### config.mk
export PLATFORM = sky130hd
export DESIGN_NAME = sir_irq_resp
export DESIGN_NICKNAME = d
export VERILOG_FILES = /design/src/rtl/sir_pkg.sv /design/src/rtl/sir_irq_resp.sv
export VERILOG_INCLUDE_DIRS = /design/src /design/src/rtl
export SDC_FILE = /design/constraint.sdc
export NUM_CORES = 1
export LEC_CHECK = 0
export CAP_MARGIN = 15
export CORE_MARGIN = 5
export CORE_UTILIZATION = 33
export CTS_BUF_LIST = sky130_fd_sc_hd__clkbuf_16
export CTS_CLUSTER_DIAMETER = 80
export DETAILED_ROUTE_END_ITERATION = 16
export DONT_BUFFER_PORTS = 1
export PLACE_DENSITY = 0.5
export REMOVE_ABC_BUFFERS = 1
export SLEW_MARGIN = 25
export SYNTH_ARGS = -nofsm -noshare
export SYNTH_HDL_FRONTEND = slang
export SYNTH_SLANG_ARGS = --single-unit
### constraint.sdc
create_clock -name mclk -period 1.4 [get_ports mclk]
set_input_delay 0.28 -clock mclk [delete_from_list [all_inputs] [get_ports mclk]]
set_output_delay 0.28 -clock mclk [all_outputs]
set_load 0.01 [all_outputs]
### src/rtl/sir_cfg.svh
// constants of the interrupt response unit
// assumes inclusion by bare name from package and design files
`ifndef SIR_CFG_SVH
`define SIR_CFG_SVH

`define SIR_ADDR_W        12
`define SIR_VECTOR_DEF    12'h3ff
`define SIR_PROG_DEPTH    13'h1000
`define SIR_INSTR_CYCLES  2
`define SIR_PHASE_FIRST   1'b0
`define SIR_PHASE_LAST    1'b1
`define SIR_ADDR_RST      12'h000
`define SIR_LAT_MIN       3
`define SIR_LAT_MAX       4

`endif

### src/rtl/sir_pkg.sv
// types shared by the interrupt response unit
// assumes sir_cfg.svh on the include path
`include "sir_cfg.svh"

package sir_pkg;

	typedef logic [`SIR_ADDR_W-1:0] sir_addr_t;

	// operating state kept across a service routine
	typedef struct packed {
		logic bank;
		logic carry;
		logic zero;
	} sir_flags_s;

	typedef enum logic [1:0] {
		SIR_RUN     = 2'b01,
		SIR_SERVICE = 2'b10
	} sir_state_e;

endpackage : sir_pkg

### src/rtl/sir_irq_resp.sv
// interrupt response unit of a small 8-bit soft core
// assumes the core decodes instructions and feeds its next address, flags and controls on mclk
// Notes on behaviour
// RULE1: a request seen high abandons the running sequence, saves state, enters service routine
// RULE2: after the service routine, resume at the left point with saved state restored
// RULE3: only one interrupt handled at a time; no nesting
// RULE4: every instruction, service routine included, takes exactly two clock cycles
// RULE5: entry acts as a call to the vector, pushing the return point
// RULE6: vector defaults to 3FF hex, last word of a 1K program memory
// RULE7: a design-time parameter may set the vector anywhere in program memory
// RULE8: exactly two interrupt ports: active-high request in, acknowledge out
// RULE9: response starts within 3 or 4 cycles of a qualifying high request
// RULE10: request sampled once per instruction, level on other cycles ignored
// RULE11: requester should hold request high longer than one cycle
// RULE12: accept only when enabled, awake and not already in service
// RULE13: save zero, carry and bank on entry; restore all on service return
// RULE14: the abandoned fetched instruction runs first after the service return
// RULE15: requester keeps request high until the acknowledge pulse
`timescale 1ns/1ps
`default_nettype none
`include "sir_cfg.svh"

module sir_irq_resp #(
	parameter sir_pkg::sir_addr_t VECTOR = `SIR_VECTOR_DEF
) (
	input  wire logic                mclk,
	input  wire logic                rst_n,
	input  wire logic                clk_en,
	input  wire logic                internal_reset,
	input  wire logic                irq,
	output var  logic                irq_ack,
	input  wire logic                sleep,
	input  wire sir_pkg::sir_addr_t  core_next_addr,
	input  wire sir_pkg::sir_flags_s core_flags,
	input  wire logic                ie_set,
	input  wire logic                ie_clr,
	input  wire logic                ret_svc,
	input  wire logic                ret_enable,
	output var  sir_pkg::sir_addr_t  fetch_addr,
	output var  logic                push_stb,
	output var  sir_pkg::sir_addr_t  push_addr,
	output var  logic                restore_stb,
	output var  sir_pkg::sir_flags_s restored_flags,
	output var  logic                int_enabled,
	output var  logic                in_service,
	output var  logic                sleeping
);

	sir_pkg::sir_state_e state;
	sir_pkg::sir_state_e next_state;
	sir_pkg::sir_flags_s saved_flags;
	logic                phase;
	logic                step;
	logic                boundary;
	logic                take;
	logic                leave;

	// vector must lie inside program memory
	AST_VECTOR_IN_RANGE: assert property (@(posedge mclk) disable iff (!rst_n) // [RULE7]
		{1'b0, VECTOR} < `SIR_PROG_DEPTH)
		else $error("vector outside program memory");

	assign step     = clk_en && !internal_reset && !sleeping;
	// instruction change edge: the only edge that looks at the request
	assign boundary = step && (phase == `SIR_PHASE_LAST); // [RULE4] [RULE10]
	assign take     = boundary && irq && int_enabled && !sleep && (state == sir_pkg::SIR_RUN); // [RULE12] [RULE3]
	assign leave    = boundary && ret_svc && (state == sir_pkg::SIR_SERVICE);

	// two-cycle instruction phase
	always_ff @(posedge mclk)
	begin
		if (!rst_n)
			phase <= `SIR_PHASE_FIRST;
		else if (clk_en && internal_reset)
			phase <= `SIR_PHASE_FIRST;
		else if (step)
			phase <= ~phase; // [RULE4]
	end

	// sleep entered only at an instruction change, left on any edge
	always_ff @(posedge mclk)
	begin
		if (!rst_n)
			sleeping <= 1'b0;
		else if (clk_en)
		begin
			if (internal_reset)
				sleeping <= 1'b0;
			else if (sleeping)
				sleeping <= sleep;
			else if (boundary && !take)
				sleeping <= sleep;
		end
	end

	always_comb
	begin
		next_state = state;
		case (state)
			sir_pkg::SIR_RUN:
			begin
				if (take)
					next_state = sir_pkg::SIR_SERVICE; // [RULE1]
			end
			sir_pkg::SIR_SERVICE:
			begin
				if (leave)
					next_state = sir_pkg::SIR_RUN; // [RULE2]
			end
			default:
				next_state = sir_pkg::SIR_RUN;
		endcase
	end

	always_ff @(posedge mclk)
	begin
		if (!rst_n)
			state <= sir_pkg::SIR_RUN;
		else if (clk_en && internal_reset)
			state <= sir_pkg::SIR_RUN;
		else if (clk_en)
			state <= next_state;
	end

	always_ff @(posedge mclk)
	begin
		if (!rst_n)
			in_service <= 1'b0;
		else if (clk_en && internal_reset)
			in_service <= 1'b0;
		else if (clk_en)
			in_service <= (next_state == sir_pkg::SIR_SERVICE);
	end

	// program enable; cleared on entry, set again or left off by the return
	always_ff @(posedge mclk)
	begin
		if (!rst_n)
			int_enabled <= 1'b0;
		else if (clk_en)
		begin
			if (internal_reset || take)
				int_enabled <= 1'b0; // [RULE3]
			else if (leave)
				int_enabled <= ret_enable;
			else if (boundary && ie_set)
				int_enabled <= 1'b1;
			else if (boundary && ie_clr)
				int_enabled <= 1'b0;
		end
	end

	// fetch address: vector replaces the next instruction on entry
	always_ff @(posedge mclk)
	begin
		if (!rst_n)
			fetch_addr <= `SIR_ADDR_RST;
		else if (clk_en && internal_reset)
			fetch_addr <= `SIR_ADDR_RST;
		else if (take)
			fetch_addr <= VECTOR; // [RULE6] [RULE7] [RULE1]
		else if (boundary)
			fetch_addr <= core_next_addr;
	end

	// call push of the abandoned instruction's own address
	always_ff @(posedge mclk)
	begin
		if (!rst_n)
		begin
			push_stb  <= 1'b0;
			push_addr <= `SIR_ADDR_RST;
		end
		else if (clk_en)
		begin
			push_stb <= take; // [RULE5]
			if (take)
				push_addr <= fetch_addr; // [RULE14]
		end
	end

	always_ff @(posedge mclk)
	begin
		if (!rst_n)
			irq_ack <= 1'b0;
		else if (clk_en)
			irq_ack <= take; // [RULE8] [RULE9]
	end

	// operating state saved on entry, handed back on return
	always_ff @(posedge mclk)
	begin
		if (!rst_n)
			saved_flags <= '0;
		else if (take)
			saved_flags <= core_flags; // [RULE13]
	end

	always_ff @(posedge mclk)
	begin
		if (!rst_n)
		begin
			restore_stb    <= 1'b0;
			restored_flags <= '0;
		end
		else if (clk_en)
		begin
			restore_stb <= leave; // [RULE2]
			if (leave)
				restored_flags <= saved_flags; // [RULE13]
		end
	end

	AST_ACK_ONLY_AT_BOUNDARY: assert property (@(posedge mclk) disable iff (!rst_n) // [RULE10]
		(clk_en && !irq_ack) ##1 (clk_en && irq_ack) |-> $past(phase) == `SIR_PHASE_LAST && $past(irq))
		else $error("acknowledge not tied to a sampled request");

	AST_NO_NEST: assert property (@(posedge mclk) disable iff (!rst_n) // [RULE3]
		(clk_en && in_service && !ret_svc) |=> !(clk_en && $rose(irq_ack)) || !$past(in_service))
		else $error("second interrupt taken during service");

	AST_VECTOR_ON_ACK: assert property (@(posedge mclk) disable iff (!rst_n) // [RULE6]
		(clk_en && $rose(irq_ack)) |-> fetch_addr == VECTOR && push_stb && in_service)
		else $error("entry did not go to the vector");

	AST_PUSH_ABANDONED: assert property (@(posedge mclk) disable iff (!rst_n) // [RULE14]
		(take) |=> push_addr == $past(fetch_addr))
		else $error("return point is not the abandoned address");

	AST_FLAGS_SAVED: assert property (@(posedge mclk) disable iff (!rst_n) // [RULE13]
		(leave) |=> restore_stb && restored_flags == $past(saved_flags))
		else $error("flags not restored on return");

	AST_PHASE_ALTERNATES: assert property (@(posedge mclk) disable iff (!rst_n) // [RULE4]
		(step && !$past(internal_reset)) |=> phase != $past(phase))
		else $error("instruction did not take two cycles");

	AST_ENABLE_GATES: assert property (@(posedge mclk) disable iff (!rst_n) // [RULE12]
		(boundary && irq && (!int_enabled || sleep)) |=> !irq_ack)
		else $error("request accepted while disabled or asleep");

	// a request missed on its first edge is taken on the next one
	AST_LATENCY: assert property (@(posedge mclk) disable iff (!rst_n) // [RULE9]
		($rose(irq) && step && int_enabled && !in_service && !sleep && !ie_clr)
		##1 (step && irq && !sleep && !irq_ack) |=> irq_ack)
		else $error("response slower than four cycles");

	AST_EXIT_SERVICE: assert property (@(posedge mclk) disable iff (!rst_n) // [RULE2]
		(leave) |=> !in_service && fetch_addr == $past(core_next_addr))
		else $error("return did not resume the program");

	// pulse widths and pairing of the entry and return strobes
	AST_ACK_ONE_CYCLE: assert property (@(posedge mclk) disable iff (!rst_n) // [RULE8]
		(clk_en && irq_ack) |=> !irq_ack)
		else $error("acknowledge longer than one cycle");

	AST_PUSH_WITH_ACK: assert property (@(posedge mclk) disable iff (!rst_n) // [RULE5]
		irq_ack == push_stb)
		else $error("call push not paired with acknowledge");

	AST_RESTORE_ONE_CYCLE: assert property (@(posedge mclk) disable iff (!rst_n) // [RULE2]
		(clk_en && restore_stb) |=> !restore_stb)
		else $error("restore strobe longer than one cycle");

	// flag capture, entry enable clear, service state, fetch following and enable set
	AST_FLAGS_CAPTURED: assert property (@(posedge mclk) disable iff (!rst_n) // [RULE13]
		(take) |=> saved_flags == $past(core_flags))
		else $error("flags not saved on entry");

	AST_ENTRY_CLEARS_ENABLE: assert property (@(posedge mclk) disable iff (!rst_n) // [RULE3]
		(take) |=> !int_enabled && in_service)
		else $error("entry left interrupts enabled");

	AST_STATE_MIRROR: assert property (@(posedge mclk) disable iff (!rst_n) // [RULE3]
		in_service == (state == sir_pkg::SIR_SERVICE))
		else $error("service flag disagrees with state");

	AST_FETCH_FOLLOWS: assert property (@(posedge mclk) disable iff (!rst_n) // [RULE2]
		(boundary && !take) |=> fetch_addr == $past(core_next_addr))
		else $error("fetch address did not follow the core");

	AST_ENABLE_ON_SET: assert property (@(posedge mclk) disable iff (!rst_n) // [RULE12]
		(boundary && ie_set && !take && !leave) |=> int_enabled)
		else $error("enable instruction had no effect");

	// sleep, core reset and clock enable
	AST_SLEEP_NO_ACK: assert property (@(posedge mclk) disable iff (!rst_n) // [RULE12]
		(sleeping) |=> !irq_ack)
		else $error("request accepted while asleep");

	AST_SLEEP_AT_BOUNDARY: assert property (@(posedge mclk) disable iff (!rst_n) // [RULE12]
		$rose(sleeping) |-> $past(boundary))
		else $error("sleep entered inside an instruction");

	AST_IRESET_CLEARS: assert property (@(posedge mclk) disable iff (!rst_n) // [RULE3]
		(clk_en && internal_reset) |=> !in_service && !int_enabled && !sleeping && fetch_addr == `SIR_ADDR_RST)
		else $error("core reset left state behind");

	AST_FREEZE_HOLDS: assert property (@(posedge mclk) disable iff (!rst_n) // [RULE4]
		(!clk_en) |=> $stable(fetch_addr) && $stable(phase) && $stable(in_service))
		else $error("state moved while clock enable low");

endmodule : sir_irq_resp
`default_nettype wire

# Word level (Yosys, flattened, before mapping)
# Cells that the tools add are included.
[word_totals] regBits=38 latch_bits=0 mem_bits_rw=0 mem_bits_ro=0 input_bits=25 output_inout_bits=33 memories=0
[classes] n_addsub=0 n_mul=0 div=0 order_cmp=0 eq_ne=3 shifts=0 mux=12 n_bitwise=2 n_reduce_logical=25
[op_table] cell="$mux 10" count=2
[op_table] cell="$logic_and 1x1->1" count=13
[op_table] cell="$mux 1" count=7
[op_table] cell="$reduce_and 2->1" count=3
[op_table] cell="$eq 2x2->1 const B" count=2
[op_table] cell="$logic_not 1->1" count=4
[op_table] cell="$mux 2" count=2
[op_table] cell="$pmux 2 s2" count=1
[op_table] cell="$reduce_bool 4->1" count=1
[op_table] cell="$reduce_or 3->1" count=1
[op_table] cell="$eq 2x1->1 const B" count=1
[op_table] cell="$not 1->1" count=2
[op_table] cell="$reduce_bool 2->1" count=1
[op_table] cell="$reduce_or 2->1" count=1
[op_table] cell="$logic_or 1x1->1" count=1

# Depth between registers and ports, before layout
[depth] word_depth=13 mapped_depth=8 ltp_nobuf=7

# Worst setup path after synthesis
# Ideal clock, no wire load.
[synth_timing] kind="reg2reg" from="reg sleeping" to="reg int_enabled" setup_time_ns=0.115 arrival_time_ns=1.405 t_required_ns=1.285 setup_slack_ns=-0.120 stages_incl_launch_ff=7 path_buffers=1 synth_period_minus_slack_ns=1.520 cell_sequence="dfxtp_1 and4bb_4 and3_4 buf_6 a311oi_1 o32ai_1 and2_1"
[synth_via] elab_chain_cells=10 word_cells_on_any_way=17 cone_classes="mux (3); reduce/logical (14)"
[synth_lines] item="start, declared" line="sir_irq_resp.sv:46" rtl="output var logic sleeping"
[synth_lines] item="start signal, assigned" line="sir_irq_resp.sv:90" rtl="sleeping <= sleep;"
[synth_lines] item="start signal, assigned" line="sir_irq_resp.sv:92" rtl="sleeping <= sleep;"
[synth_lines] item="$logic_not 1->1 (*)" line="sir_irq_resp.sv:63" rtl="assign step = clk_en && !internal_reset && !sleeping;"
[synth_lines] item="$logic_and 1x1->1 (*)" line="sir_irq_resp.sv:63"
[synth_lines] item="$logic_and 1x1->1 (*)" line="sir_irq_resp.sv:65" rtl="assign boundary = step && (phase == `SIR_PHASE_LAST);"
[synth_lines] item="$logic_and 1x1->1 (4 in series)" line="sir_irq_resp.sv:66" rtl="assign take = boundary && irq && int_enabled && !sleep && (state == sir_pkg::SIR_RUN);"
[synth_lines] item="$logic_or 1x1->1" line="sir_irq_resp.sv:142" rtl="if (internal_reset || take)"
[synth_lines] item="$reduce_bool 4->1 (no source line)"
[synth_lines] item="$reduce_and 2->1 (no source line)"
[synth_lines] item="end signal, assigned" line="sir_irq_resp.sv:145" rtl="int_enabled <= ret_enable;"
[synth_lines] item="end, declared" line="sir_irq_resp.sv:44" rtl="output var logic int_enabled,"
# Every way passes the cells marked *; elsewhere a longest branch is shown, timed or not.
# A chain may end at the register's enable or synchronous reset.

# Worst setup path after layout
# Same ends and word-level chain as after synthesis.

==> metrics.txt <==
max-cap viol count=0; hold endpoint=int_enabled; RSZ-0062 raised after global routing=true; sw frac=0.197; Die Ht=approximately 78 um; Layout area overhead=25.4%; hold_sp=rst_n; CTS clk-pin slew, worst paths=0.05 ns; Crit Path Class=register to register; Seq/Total Area, Yosys=0.494; row count=24; failing checks=negative setup slack; worst rel slew slack=0.840; Post-synth EDFFs=0; pin count of the biggest net entering global routing=25; vias in the first global route=between 1k and 1.5k; endpoint class of the critical path=register; Placer Congestion=about 0.79; Worst-Skew Late Latency=0.27 ns; cell count of the worst reg-to-reg path=5; initial antenna violation count=0; Hold WS=approximately 0.13 ns; 1st-iter DRT viols=43; worst hold path type=input port to register; worst setup margin=-0.0261 ns; min Tclk post-route=approximately 1.4 ns; Clk pwr share=0.465; 1st-pass router iterations=4; ANT cells=0; CP Data Required Time=roughly 1.6 ns; vias per cell=~5.1; Die ar.=roughly 0.0061 mm2; Fmax=around 700 MHz; sw power=between 0.4 and 0.5 mW; R2R setup slack=-0.03 ns; GRT Overall Usage=0.132; internal power=1.77 mW; CP Data Arrival Time=roughly 1.6 ns; Yosys warnings=0; PwrDens=1140 mW/mm2; Port Buffers=0; H-tree level count=2; CTS root buf=clkbuf_16; Synth Area per Inst=~9 um2; DPL Wire Length=2.82 mm; Final Slew Violations=0; vias post-DR=about 1.2k; Routed wire per std cell=16.1 um; CP max FO=6; fraction of layout cells with a size suffix above 1=0.267; Synth Flop Type=dfxtp_1; r2r endpoint=int_enabled; # hold bufs at CTS=0; Pleak=around 0.70 nW; post-route ant nets=0; Tot Pwr=~2.2 mW; drt drc=0; gr ovfl total=0; final wirelength=3.90 mm; num ports=a little under 60; Slew @ Worst Pin=0.240 ns; fin nets=217; status=finished, violations left; core area=0.00444 mm2; first-pass GRT wire length=roughly 6.3 mm; Max VDD drop=471 uV; Max clock buf depth=2; chip width=78.3 um; Setup Viol. Count Final=3; CTS Sinks=38; starting density of the core=0.347; fraction of registers with async set or reset after synthesis=0; Clock Skews=around 0.0042 ns; combinational share of power=0.034; Synth Instances=175; CTS Buf Count=5; Hold Path Depth=1; final hold vios=0; Reg2Reg Launch Point=sleeping; Seq cells post-synth=38; TritonCTS clock tree=built; count of cell types in the netlist=32; post-synthesis cell area=roughly 0.0015 mm2; Seq pwr share=0.501; Post-Place Worst Slack=-0.101 ns; Critical Path Start Type=register; Final Cycle Share=1.02
==> metrics by stage <==
step,utilization,std cells,cell area (um2),setup TNS (ns)
after detailed placement,0.375,233,1670,-1.40
final,0.435,243,1930,-0.0377
after global routing,0.435,243,1930,-0.935
after floorplan,-,164,1470,-1.77
after global placement,0.375,233,1670,-0.294
after CTS,0.422,243,1870,-0.0298
==> cell usage after synthesis (3+ instances only) <==
master	count	area share
buf_4	3	0.015
nor2_1	19	0.046
o22ai_1	10	0.041
inv_1	5	0.012
nor2b_1	5	0.020
a21oi_1	4	0.013
nand2_1	37	0.090
dfxtp_1	38	0.49
mux2i_1	3	0.019
clkbuf_1	5	0.012
a21boi_0	17	0.083
o21ai_0	5	0.016
==> cells in the final DEF, fill, tap and decap left out <==
| cell | n |
|---|---|
| o21ai_0 | 2 |
| ha_2 | 1 |
| clkinv_1 | 1 |
| and2b_1 | 1 |
| a21boi_0 | 7 |
| o22ai_1 | 10 |
| buf_6 | 4 |
| a311oi_2 | 1 |
| nor2b_1 | 5 |
| a21boi_1 | 10 |
| dfxtp_2 | 3 |
| buf_4 | 15 |
| nand3_1 | 2 |
| and3_4 | 1 |
| nand2b_1 | 1 |
| nand2_2 | 8 |
| ha_4 | 1 |
| and4bb_4 | 1 |
| inv_1 | 5 |
| o21ai_2 | 3 |
| inv_2 | 1 |
| a22oi_1 | 2 |
| dfxtp_1 | 34 |
| o31a_1 | 1 |
| a21oi_1 | 4 |
| nand4b_1 | 1 |
| o21bai_1 | 1 |
| dfxtp_4 | 1 |
| nand2_1 | 29 |
| mux2i_1 | 3 |
| clkbuf_16 | 5 |
| a32oi_1 | 1 |
| or2_4 | 1 |
| a31oi_4 | 1 |
| o32ai_2 | 1 |
| clkinv_2 | 1 |
| nand4bb_4 | 1 |
| nor3b_2 | 1 |
| and2_1 | 1 |
| nor2_1 | 19 |
==> repair_timing <==
item | in CTS | in global routing
buffers inserted | 1 | 0
resized for setup | 25 | 19
pin swaps | 2 | 6
setup endpoints to repair | 23 | 25
cloned | 1 | 0
==> flip-flops by register name, indices dropped and copies added, names as in the netlist <==
signal	count
irq_ack	1
int_enabled	1
state	2
fetch_addr	12
in_service	1
sleeping	1
saved_flags	3
push_addr	12
phase	1
restored_flags	3
restore_stb	1
==> cell type report <==
class	count	area [um2]
Timing Repair Buffer	19	158
Clock buffer	5	125
Tap cell	52	65.1
Inverter	5	18.8
Clock inverter	3	12.5
Sequential cell	38	768
Fill cell	442	2510
Multi-Input combinational cell	121	786
==> power by group through the flow <==
stage / registers [mW] / logic (mW) / clock network [mW]
2_1_floorplan: 1.13 / 0.0479 / 0
3_3_place_gp: 1.13 / 0.0678 / 0
3_5_place_dp: 1.13 / 0.0699 / 0
4_1_cts: 1.11 / 0.0716 / 1.07
5_1_grt: 1.11 / 0.0827 / 1.13
6_report: 1.11 / 0.0748 / 1.03
==> per-layer routing <==
metal  global-route usage  vias to the layer above  share of wire
met5                    0                        -              0
met4               0.0420                        0         0.0036
met3               0.0744                        2           0.10
met2                0.212                       44           0.48
met1                0.150                      573           0.41
li1                     -                      621              -
==> critical path, cell delays in order (launching register included) <==
cell      delay [ns]
dfxtp_2         0.37
and4bb_4        0.24
and3_4          0.20
a311oi_2        0.25
o32ai_2         0.12
and2_1          0.15
==> cells by family (layout without fill, tap and decap cells) <==
group,count (synthesis),count (layout),synth area share
AO/OA/AOI/OAI,44,44,0.198
adder cells (fa/ha/maj),2,2,0.0162
buffers and inverters,16,32,0.0568
flip-flops,38,38,0.494
multiplexers,3,3,0.0195
AND/OR/NAND/NOR,72,72,0.216
==> how the worst max path moves through the flow <==
stage                        start           end  slack (ns)  depth (start not counted)
after CTS                 state[0]   int_enabled       -0.02                          6
final                     sleeping   int_enabled       -0.03                          5
after global placement    state[1]  push_addr[6]       -0.03                          7
after floorplan           state[1]   int_enabled       -0.22                          7
after detailed placement  state[1]   int_enabled       -0.10                          7
after global routing      state[1]    in_service       -0.09                          7
No activity file was read; power rests on OpenSTA's default activity.
